File: src/pcc_pkg.sv
package pcc_pkg;

	// ----------------------------------------------------------------
	// register indices (byte address is four times the index)
	// ----------------------------------------------------------------
	localparam logic [5:0] IDX_ENABLE   = 6'h00;
	localparam logic [5:0] IDX_POLARITY = 6'h01;
	localparam logic [5:0] IDX_CLK_SEL  = 6'h02;
	localparam logic [5:0] IDX_PRESCALE = 6'h03;
	localparam logic [5:0] IDX_ALIGN    = 6'h04;
	localparam logic [5:0] IDX_CONTROL  = 6'h05;
	localparam logic [5:0] IDX_AB_SEL   = 6'h06;
	localparam logic [5:0] IDX_SCALE_A  = 6'h08;
	localparam logic [5:0] IDX_SCALE_B  = 6'h09;
	localparam logic [5:0] IDX_PERIOD0  = 6'h14;
	localparam logic [5:0] IDX_DUTY0    = 6'h1c;

	// ----------------------------------------------------------------
	// field layout
	// ----------------------------------------------------------------
	localparam int         FIRST_PRE_LSB  = 0;
	localparam int         SECOND_PRE_LSB = 4;
	localparam int         JOIN_LSB       = 4;
	localparam logic [7:0] PRESCALE_MASK  = 8'h77;

	// ----------------------------------------------------------------
	// reset values
	// ----------------------------------------------------------------
	localparam logic [7:0] RST_ENABLE   = 8'h00;
	localparam logic [7:0] RST_POLARITY = 8'h00;
	localparam logic [7:0] RST_CLK_SEL  = 8'h00;
	localparam logic [7:0] RST_PRESCALE = 8'h00;
	localparam logic [7:0] RST_ALIGN    = 8'h00;
	localparam logic [7:0] RST_CONTROL  = 8'h00;
	localparam logic [7:0] RST_AB_SEL   = 8'h00;
	localparam logic [7:0] RST_SCALE    = 8'h00;
	localparam logic [7:0] RST_PERIOD   = 8'hff;
	localparam logic [7:0] RST_DUTY     = 8'h00;

	// ----------------------------------------------------------------
	// clock source codes {ab_select_bit, scaled_select_bit}
	// ----------------------------------------------------------------
	localparam logic [1:0] SRC_PRE_OWN    = 2'h0;
	localparam logic [1:0] SRC_SCALED_OWN = 2'h1;
	localparam logic [1:0] SRC_PRE_ALT    = 2'h2;
	localparam logic [1:0] SRC_SCALED_ALT = 2'h3;

	// channel counter phase
	typedef enum logic [1:0] {PH_IDLE, PH_UP, PH_DOWN} pcc_phase_t;

endpackage

File: src/pcc_pwm_config.sv
`timescale 1ns/100ps

// Function
// - polarity one: start high, low at duty
// - polarity zero: start low, high at duty
// - polarity bits writable at any time
// - absent channel bits ignore writes, read zero
// - channels 0,1,4,5: A, SA, B, SB
// - channels 2,3,6,7: B, SB, A, SA
// - prescalers divide by two to field
// - prescale and clock selects writable anytime
// - alignment bit one: center, zero: left
// - four join bits make 16-bit channels
// - even channel registers form upper byte
// - joined pair uses odd channel's pin, controls
// - output starts on source's next cycle
module pcc_pwm_config #(
	parameter int NUM_CH = 8
) (
	input  wire logic        clk_i,
	input  wire logic        rst_i,
	input  wire logic [7:0]  adr_i,
	input  wire logic [31:0] dat_i,
	output logic      [31:0] dat_o,
	input  wire logic        we_i,
	input  wire logic [3:0]  sel_i,
	input  wire logic        cyc_i,
	input  wire logic        stb_i,
	output logic             ack_o,
	output logic      [7:0]  pwm_o
);
	import pcc_pkg::*;

	// ----------------------------------------------------------------
	// declarations
	// ----------------------------------------------------------------
	logic [7:0] enable_r;
	logic [7:0] polarity_r;
	logic [7:0] clk_sel_r;
	logic [7:0] prescale_r;
	logic [7:0] align_r;
	logic [7:0] control_r;
	logic [7:0] ab_sel_r;
	logic [7:0] scale_a_r;
	logic [7:0] scale_b_r;
	logic [7:0] period_r [8];
	logic [7:0] duty_r   [8];
	logic       ack_r;
	logic [7:0] rdata_r;

	logic [7:0] chan_mask;
	logic [7:0] join_mask;
	logic [5:0] idx;
	logic       access;
	logic       wr_en;
	logic [7:0] wdat;
	logic [7:0] rd_mux;

	logic [6:0] pre_cnt_r;
	logic [7:0] sa_cnt_r;
	logic [7:0] sb_cnt_r;
	logic [2:0] first_prescale_field;
	logic [2:0] second_prescale_field;
	logic [7:0] mask_a8;
	logic [7:0] mask_b8;
	logic       tick_a;
	logic       tick_b;
	logic       tick_sa;
	logic       tick_sb;

	logic [7:0] wave;

	// ----------------------------------------------------------------
	// implemented-channel masks
	// ----------------------------------------------------------------
	// bits of missing channels and pairs stay zero
	genvar m;
	generate
		for (m = 0; m < 8; m++) begin : g_mask
			assign chan_mask[m] = (m < NUM_CH);
			if (m >= JOIN_LSB) begin : g_join
				assign join_mask[m] = ((2 * (m - JOIN_LSB) + 1) < NUM_CH);
			end else begin : g_nojoin
				assign join_mask[m] = 1'b0;
			end
		end
	endgenerate

	// ----------------------------------------------------------------
	// wishbone decode
	// ----------------------------------------------------------------
	// one access per request; ack drops the cycle after it was given
	assign idx    = adr_i[7:2];
	assign access = cyc_i & stb_i & ~ack_r;
	assign wr_en  = access & we_i & sel_i[0];
	assign wdat   = dat_i[7:0];
	assign ack_o  = ack_r;

	always_ff @(posedge clk_i) begin
		if (rst_i) begin
			ack_r <= 1'b0;
		end else begin
			ack_r <= access;
		end
	end

	// ----------------------------------------------------------------
	// configuration registers
	// ----------------------------------------------------------------
	// enables
	always_ff @(posedge clk_i) begin
		if (rst_i) begin
			enable_r <= RST_ENABLE;
		end else if (wr_en && idx == IDX_ENABLE) begin
			enable_r <= wdat & chan_mask;
		end
	end

	// polarity, writable while running
	always_ff @(posedge clk_i) begin
		if (rst_i) begin
			polarity_r <= RST_POLARITY;
		end else if (wr_en && idx == IDX_POLARITY) begin
			polarity_r <= wdat & chan_mask;
		end
	end

	// clock select bits, writable while running
	always_ff @(posedge clk_i) begin
		if (rst_i) begin
			clk_sel_r <= RST_CLK_SEL;
			ab_sel_r  <= RST_AB_SEL;
		end else if (wr_en && idx == IDX_CLK_SEL) begin
			clk_sel_r <= wdat & chan_mask;
		end else if (wr_en && idx == IDX_AB_SEL) begin
			ab_sel_r <= wdat & chan_mask;
		end
	end

	// prescaler fields, writable while running
	always_ff @(posedge clk_i) begin
		if (rst_i) begin
			prescale_r <= RST_PRESCALE;
		end else if (wr_en && idx == IDX_PRESCALE) begin
			prescale_r <= wdat & PRESCALE_MASK;
		end
	end

	// alignment bits; kept stable by software while enabled
	always_ff @(posedge clk_i) begin
		if (rst_i) begin
			align_r <= RST_ALIGN;
		end else if (wr_en && idx == IDX_ALIGN) begin
			align_r <= wdat & chan_mask;
		end
	end

	// join bits; software changes them with both channels off
	always_ff @(posedge clk_i) begin
		if (rst_i) begin
			control_r <= RST_CONTROL;
		end else if (wr_en && idx == IDX_CONTROL) begin
			control_r <= wdat & join_mask;
		end
	end

	// scaled clock dividers
	always_ff @(posedge clk_i) begin
		if (rst_i) begin
			scale_a_r <= RST_SCALE;
			scale_b_r <= RST_SCALE;
		end else if (wr_en && idx == IDX_SCALE_A) begin
			scale_a_r <= wdat;
		end else if (wr_en && idx == IDX_SCALE_B) begin
			scale_b_r <= wdat;
		end
	end

	// per-channel period and duty bytes
	genvar r;
	generate
		for (r = 0; r < 8; r++) begin : g_chreg
			always_ff @(posedge clk_i) begin
				if (rst_i) begin
					period_r[r] <= RST_PERIOD;
					duty_r[r]   <= RST_DUTY;
				end else if (wr_en && chan_mask[r]) begin
					if (idx == IDX_PERIOD0 + 6'(r)) begin
						period_r[r] <= wdat;
					end
					if (idx == IDX_DUTY0 + 6'(r)) begin
						duty_r[r] <= wdat;
					end
				end
			end
		end
	endgenerate

	// ----------------------------------------------------------------
	// read path
	// ----------------------------------------------------------------
	// unmapped or absent locations read zero
	always_comb begin
		rd_mux = 8'h00;
		case (idx)
			IDX_ENABLE:   rd_mux = enable_r;
			IDX_POLARITY: rd_mux = polarity_r;
			IDX_CLK_SEL:  rd_mux = clk_sel_r;
			IDX_PRESCALE: rd_mux = prescale_r;
			IDX_ALIGN:    rd_mux = align_r;
			IDX_CONTROL:  rd_mux = control_r;
			IDX_AB_SEL:   rd_mux = ab_sel_r;
			IDX_SCALE_A:  rd_mux = scale_a_r;
			IDX_SCALE_B:  rd_mux = scale_b_r;
			default: begin
				for (int k = 0; k < 8; k++) begin
					if (idx == IDX_PERIOD0 + 6'(k) && chan_mask[k]) begin
						rd_mux = period_r[k];
					end
					if (idx == IDX_DUTY0 + 6'(k) && chan_mask[k]) begin
						rd_mux = duty_r[k];
					end
				end
			end
		endcase
	end

	// read data captured at the edge that raises ack
	always_ff @(posedge clk_i) begin
		if (rst_i) begin
			rdata_r <= 8'h00;
		end else if (access) begin
			rdata_r <= we_i ? 8'h00 : rd_mux;
		end
	end

	assign dat_o = {24'h000000, rdata_r};

	// ----------------------------------------------------------------
	// prescaler
	// ----------------------------------------------------------------
	assign first_prescale_field  = prescale_r[FIRST_PRE_LSB +: 3];
	assign second_prescale_field = prescale_r[SECOND_PRE_LSB +: 3];

	// low-bit masks give divide by 1 to 128
	assign mask_a8 = (8'h01 << first_prescale_field) - 8'h01;
	assign mask_b8 = (8'h01 << second_prescale_field) - 8'h01;
	assign tick_a  = &(pre_cnt_r | ~mask_a8[6:0]);
	assign tick_b  = &(pre_cnt_r | ~mask_b8[6:0]);

	// free-running count, held at zero while every channel is off
	always_ff @(posedge clk_i) begin
		if (rst_i || enable_r == 8'h00) begin
			pre_cnt_r <= 7'h00;
		end else begin
			pre_cnt_r <= pre_cnt_r + 7'h01;
		end
	end

	// ----------------------------------------------------------------
	// scaled clocks: one tick every (divider + 1) prescaled ticks
	// ----------------------------------------------------------------
	assign tick_sa = tick_a && (sa_cnt_r >= scale_a_r);
	assign tick_sb = tick_b && (sb_cnt_r >= scale_b_r);

	always_ff @(posedge clk_i) begin
		if (rst_i || enable_r == 8'h00) begin
			sa_cnt_r <= 8'h00;
		end else if (tick_sa) begin
			sa_cnt_r <= 8'h00;
		end else if (tick_a) begin
			sa_cnt_r <= sa_cnt_r + 8'h01;
		end
	end

	always_ff @(posedge clk_i) begin
		if (rst_i || enable_r == 8'h00) begin
			sb_cnt_r <= 8'h00;
		end else if (tick_sb) begin
			sb_cnt_r <= 8'h00;
		end else if (tick_b) begin
			sb_cnt_r <= sb_cnt_r + 8'h01;
		end
	end

	// ----------------------------------------------------------------
	// channels
	// ----------------------------------------------------------------
	genvar c;
	generate
		for (c = 0; c < 8; c++) begin : g_ch
			logic        ch_tick;
			logic        ch_en;
			logic        joined;
			logic [15:0] ch_period;
			logic [15:0] ch_duty;
			logic [1:0]  src;

			assign src = {ab_sel_r[c], clk_sel_r[c]};

			// channel groups differ only in which clock is their own
			if ((c % 4) < 2) begin : g_grp_a
				always_comb begin
					case (src)
						SRC_PRE_OWN:    ch_tick = tick_a;
						SRC_SCALED_OWN: ch_tick = tick_sa;
						SRC_PRE_ALT:    ch_tick = tick_b;
						SRC_SCALED_ALT: ch_tick = tick_sb;
						default:        ch_tick = tick_a;
					endcase
				end
			end else begin : g_grp_b
				always_comb begin
					case (src)
						SRC_PRE_OWN:    ch_tick = tick_b;
						SRC_SCALED_OWN: ch_tick = tick_sb;
						SRC_PRE_ALT:    ch_tick = tick_a;
						SRC_SCALED_ALT: ch_tick = tick_sa;
						default:        ch_tick = tick_b;
					endcase
				end
			end

			assign joined = control_r[JOIN_LSB + c / 2];

			if (c % 2 == 1) begin : g_odd
				// joined pair: even bytes high, odd bytes low
				assign ch_period = joined ? {period_r[c - 1], period_r[c]}
				                          : {8'h00, period_r[c]};
				assign ch_duty   = joined ? {duty_r[c - 1], duty_r[c]}
				                          : {8'h00, duty_r[c]};
				assign ch_en     = enable_r[c];
			end else begin : g_even
				// even pin and enable drop out while joined
				assign ch_period = {8'h00, period_r[c]};
				assign ch_duty   = {8'h00, duty_r[c]};
				assign ch_en     = enable_r[c] & ~joined;
			end

			pcc_channel u_channel (
				.clk_i    (clk_i),
				.rst_i    (rst_i),
				.tick_i   (ch_tick),
				.en_i     (ch_en & chan_mask[c]),
				.pol_i    (polarity_r[c]),
				.center_i (align_r[c]),
				.period_i (ch_period),
				.duty_i   (ch_duty),
				.wave_o   (wave[c])
			);
		end
	endgenerate

	// pin outputs; absent channels stay low
	assign pwm_o = wave & chan_mask;

endmodule

File: src/pcc_channel.sv
`timescale 1ns/100ps

// one waveform channel: counter, duty compare and output level
module pcc_channel (
	input  wire logic        clk_i,
	input  wire logic        rst_i,
	input  wire logic        tick_i,
	input  wire logic        en_i,
	input  wire logic        pol_i,
	input  wire logic        center_i,
	input  wire logic [15:0] period_i,
	input  wire logic [15:0] duty_i,
	output logic             wave_o
);
	import pcc_pkg::*;

	pcc_phase_t  phase_r;
	logic [15:0] cnt_r;
	logic [15:0] cnt_inc;

	assign cnt_inc = cnt_r + 16'h0001;

	// ----------------------------------------------------------------
	// counter sequencing
	// ----------------------------------------------------------------
	// start waits for the selected source's next tick
	always_ff @(posedge clk_i) begin
		if (rst_i || !en_i) begin
			phase_r <= PH_IDLE;
			cnt_r   <= 16'h0000;
		end else if (tick_i) begin
			case (phase_r)
				PH_IDLE: begin
					phase_r <= PH_UP;
					cnt_r   <= 16'h0000;
				end
				PH_UP: begin
					if (period_i == 16'h0000) begin
						cnt_r <= 16'h0000;
					end else if (!center_i) begin
						// left aligned: wrap at period
						cnt_r <= (cnt_inc >= period_i) ? 16'h0000 : cnt_inc;
					end else if (cnt_r >= period_i) begin
						// center aligned: turn at period
						phase_r <= PH_DOWN;
						cnt_r   <= cnt_r - 16'h0001;
					end else begin
						cnt_r <= cnt_inc;
					end
				end
				PH_DOWN: begin
					if (cnt_r == 16'h0000 || !center_i) begin
						phase_r <= PH_UP;
						cnt_r   <= cnt_inc;
					end else begin
						cnt_r <= cnt_r - 16'h0001;
					end
				end
				default: begin
					phase_r <= PH_IDLE;
					cnt_r   <= 16'h0000;
				end
			endcase
		end
	end

	// ----------------------------------------------------------------
	// output level
	// ----------------------------------------------------------------
	// polarity level until duty match, opposite level after
	always_ff @(posedge clk_i) begin
		if (rst_i || phase_r == PH_IDLE) begin
			wave_o <= 1'b0;
		end else if (cnt_r < duty_i) begin
			wave_o <= pol_i;
		end else begin
			wave_o <= ~pol_i;
		end
	end

endmodule

File: config.mk
export PLATFORM = sky130hd
export DESIGN_NAME = pcc_pwm_config
export DESIGN_NICKNAME = d
export VERILOG_FILES = /design/src/pcc_pkg.sv /design/src/pcc_pwm_config.sv /design/src/pcc_channel.sv
export SDC_FILE = /design/constraint.sdc
export NUM_CORES = 2
export LEC_CHECK = 0
export BUFFER_PORTS_ARGS = -buffer_cell sky130_fd_sc_hd__clkbuf_2
export CAP_MARGIN = 30
export CORE_AREA = 8 8 262 264
export DETAILED_ROUTE_END_ITERATION = 16
export DIE_AREA = 0 0 270 272
export HOLD_SLACK_MARGIN = 0.02
export PLACE_DENSITY = 0.75
export SETUP_SLACK_MARGIN = 0.4
export SLEW_MARGIN = 20
export SYNTH_ARGS = -nofsm -noshare
export SYNTH_HDL_FRONTEND = slang
export SYNTH_SLANG_ARGS = --single-unit
File: constraint.sdc
create_clock -name clk_i -period 4.61 [get_ports clk_i]
set_input_delay 1.383 -clock clk_i [delete_from_list [all_inputs] [get_ports clk_i]]
set_output_delay 1.383 -clock clk_i [all_outputs]
set_load 0.01 [all_outputs]
==> impl_metrics.tcl <==
set metrics [dict create \
    placed_cell_area_sq_mm 0.0327 \
    clock.fmax_ghz 0.249 \
    fin_crit_sh_pct 87.0 \
    synth_top_cell_area_share_pct 15.7 \
    rsz0062_at_grt "false" \
    cp_cell_sequence "inv_1, nor3_1, and3_1, and3_1, nand3_1, nor2_1, nand3_1, xnor2_1, ha_1, o21ai_0, a211oi_2, o2111ai_1, and4_1, a22o_1, nand3_1, inv_1, a221o_1" \
    p_per_area_mw_per_mm2 221 \
    crit_end "g_ch[5].u_channel.cnt_r[15]" \
    max_slew_margin_pct 30.4 \
    arrival_ns 4.49 \
    path_common_cell "nand3_1" \
    worstPathRequired_ns 5.09 \
    port_buffers 36 \
    viasPerCell 6.19 \
    grt_pass1_wl_microns 148000 \
    fp.dieH_microns 272 \
    fin_worst_skew_ns 0.0177 \
    tightest_slew_ns 1.04 \
    final_nets 4219 \
    clockRootBuffer "clkbuf_16" \
    tritoncts "built" \
    drc 0 \
    synth-edff-count 128 \
    setup_viol 0 \
    wire_per_inst_microns 19.7 \
    worstSetupEndpointType "flop" \
    drtAntennaViolNets 0 \
    cp_max_fo 7 \
    drive_above_1_share_pct 10.2 \
    synth_area_leaders "dfxtp_1 16%, ha_1 14%, edfxtp_1 12%" \
    yosys_warnings 0 \
    hold_viol 0 \
    io_pins 90 \
    final_max_slew_viol_count 0 \
    grt_pass1_vias 27200 \
    fillers 5886 \
    vdd_drop_max_uv 314 \
    min_period_ns 4.01 \
    met3_usage_pct 3.38 \
    maxCapViolCount 0 \
    cts.clk_slew.worst_paths_ns 0.06 \
    cpPeakStageDelay_ns 0.40 \
    grtUsageMet2_pct 39.3 \
    area_growth_pct 8.19 \
    ys_ff_latch 378 \
    leakagePower_nw 14.6 \
    grt_most_used_layer "met2" \
    die_area_sq_mm 0.0734 \
    synth_cell_type_count 121 \
    clk_path_buf_depth 3 \
    dp_hpwl_microns 68800 \
    initialDrtViolationCount 2867 \
    criticalPathCategory "flop to flop" \
    status "complete, no violations" \
    synth_area_per_cell_sq_um 8.24 \
    r2r_end "g_ch[5].u_channel.cnt_r[15]" \
    stdcell_area_sq_mm 0.0344 \
    grt_usage_pct 24.2 \
    synth-seq-area-share_pct 27.8 \
    reg2reg_setup_slack_ns 0.60 \
    crit_path_start "g_ch[5].u_channel.cnt_r[0]" \
    async_flop_share_pct 0 \
    holdPathStages 2 \
    grt.overflow.total 0 \
    dieWidth_microns 270 \
    r2r.worst_path.cells 17 \
    synthFlopType "dfxtp_1" \
    cts_max_level 2 \
    antenna_found_initial 7 \
    synth_cells 3859 \
    r2r-start "g_ch[5].u_channel.cnt_r[0]" \
    core_sq_mm 0.0648 \
    hp-class "flop to flop" \
    yosysTopAreaCell "dfxtp_1" \
    placementRows 94 \
    cp_slowest_cell "dfxtp_2" \
    cts_sinks 378 \
    dr.pass1.iters 9 \
    numCtsBuffers 45 \
    synthesis.area_sq_mm 0.0318 \
    vias 29200 \
    tns_ns 0 \
    initial_core_util_pct 49.1 \
    cp-start-kind "flop" \
    grt.met1_usage_pct 32.6 \
    place_congestion 0.965 \
    clk_latency_ns 0.60 \
    finalWirelength_microns 92900 \
    cts-hold-fix-buffers 0 \
    grt_start_max_net_pins 48 \
]
power breakdown:
part	switching, mW	leakage (nW)	internal, mW
Combinational	0.220	10.7	0.0895
Sequential	0.0372	3.15	3.47
Clock	1.55	0.751	2.23
Total	1.81	14.6	5.79
synthesized netlist by cell type, types with 37 or more instances:
cell	instances
nand2_1	387
ha_1	347
nor2_1	302
dfxtp_1	250
inv_1	245
o21ai_0	188
a21oi_1	185
mux2i_1	144
clkbuf_1	138
edfxtp_1	128
nand3_1	117
nor3_1	108
xnor2_1	97
xor2_1	78
and2_1	73
or2_2	71
a21o_1	61
nor4_1	50
nand4_1	49
and3_1	45
or3_1	45
a22oi_1	37
buf_4	37
nor2b_1	37
layout by cell type, fill, tap and decap left out, drive strengths merged, types with 95 or more instances in the layout:
cell    netlist  final
a21oi       186    186
buf          94     96
clkbuf      144     95
dfxtp       250    250
edfxtp      128    128
ha          347    347
inv         247    251
mux2i       144    144
nand2       387    387
nand3       120    120
nor2        305    305
nor3        111    111
o21ai       205    205
xnor2        97     97
state kept, by name (all words and copies together) (netlist names), 7 cells and up:
| name | flops |
|---|---|
| g_ch.u_channel.cnt_r | 128 |
| duty_r | 64 |
| period_r | 64 |
| g_ch.u_channel.phase_r | 16 |
| ab_sel_r | 8 |
| align_r | 8 |
| clk_sel_r | 8 |
| enable_r | 8 |
| g_ch.u_channel.wave_o | 8 |
| polarity_r | 8 |
| rdata_r | 8 |
| sa_cnt_r | 8 |
| sb_cnt_r | 8 |
| scale_a_r | 8 |
| scale_b_r | 8 |
| pre_cnt_r | 7 |
final cells by class:
| class | instances | area (sq um) | area share, % |
|---|---|---|---|
| Sequential cell | 378 | 8860 | 25.8 |
| Inverter | 247 | 930 | 2.70 |
| Timing Repair Buffer | 132 | 925 | 2.69 |
| Clock buffer | 60 | 1270 | 3.70 |
| Antenna cell | 2 | 5.00 | 0.0145 |
| Multi-Input combinational cell | 3019 | 21100 | 61.2 |
| Clock inverter | 22 | 272 | 0.789 |
| Tap cell | 864 | 1080 | 3.14 |
stage by stage:
stage	util, %	instances	worst slack (ns)	hold slack [ns]	power, mW
after floorplan	-	3882	0.550	0.449	3.76
after global placement	50.5	4635	0.424	0.463	3.87
after detailed placement	50.5	4635	0.395	0.466	3.87
after CTS	52.8	4717	0.399	0.474	7.63
after global routing	53.1	4723	0.387	0.512	7.79
final	53.1	4724	0.600	0.478	7.60
metal layers:
layer,routed length [microns],vias up
li1,-,13900
met1,40200,13900
met2,41700,1229
met3,7460,221
met4,3510,4
met5,25,-
worst max-delay path, delay by kind of cell, from the launching register on:
family | cells | cell delay [ns]
and+or+nand+nor | 8 | 1.63
AOI/OAI and AO/OA | 5 | 1.12
DFF | 1 | 0.40
adders and majority gates | 1 | 0.30
buffers and inverters | 2 | 0.25
xor gates and xnor gates | 1 | 0.19
worst min path at each step:
stage | from | to | slack (ns)
floorplan | scale_b_r[2] | scale_b_r[2] | 0.45
global placement | scale_a_r[3] | scale_a_r[3] | 0.46
detailed placement | scale_a_r[6] | scale_a_r[6] | 0.47
CTS | scale_a_r[6] | scale_a_r[6] | 0.47
global route | scale_a_r[3] | scale_a_r[3] | 0.51
finish | scale_a_r[3] | scale_a_r[3] | 0.48
cell families (layout without fill, tap and decap cells):
family / count (synthesis) / after routing / share of synthesized area (%)
adder cells (fa/ha/maj): 347 / 347 / 13.6
buffers and inverters: 485 / 461 / 6.60
flip-flops: 378 / 378 / 27.8
other: 1 / 26 / 0.0118
AO/OA/AOI/OAI: 904 / 904 / 19.6
AND/OR/NAND/NOR: 1414 / 1414 / 22.4
multiplexers: 155 / 155 / 5.13
XOR/XNOR: 175 / 175 / 4.82
timing repair:
action,4_1_cts,5_1_grt
setup endpoints to repair,7,59
gates resized for setup,1,32
buffers inserted,0,2
(Power assumes the default switching activity.)
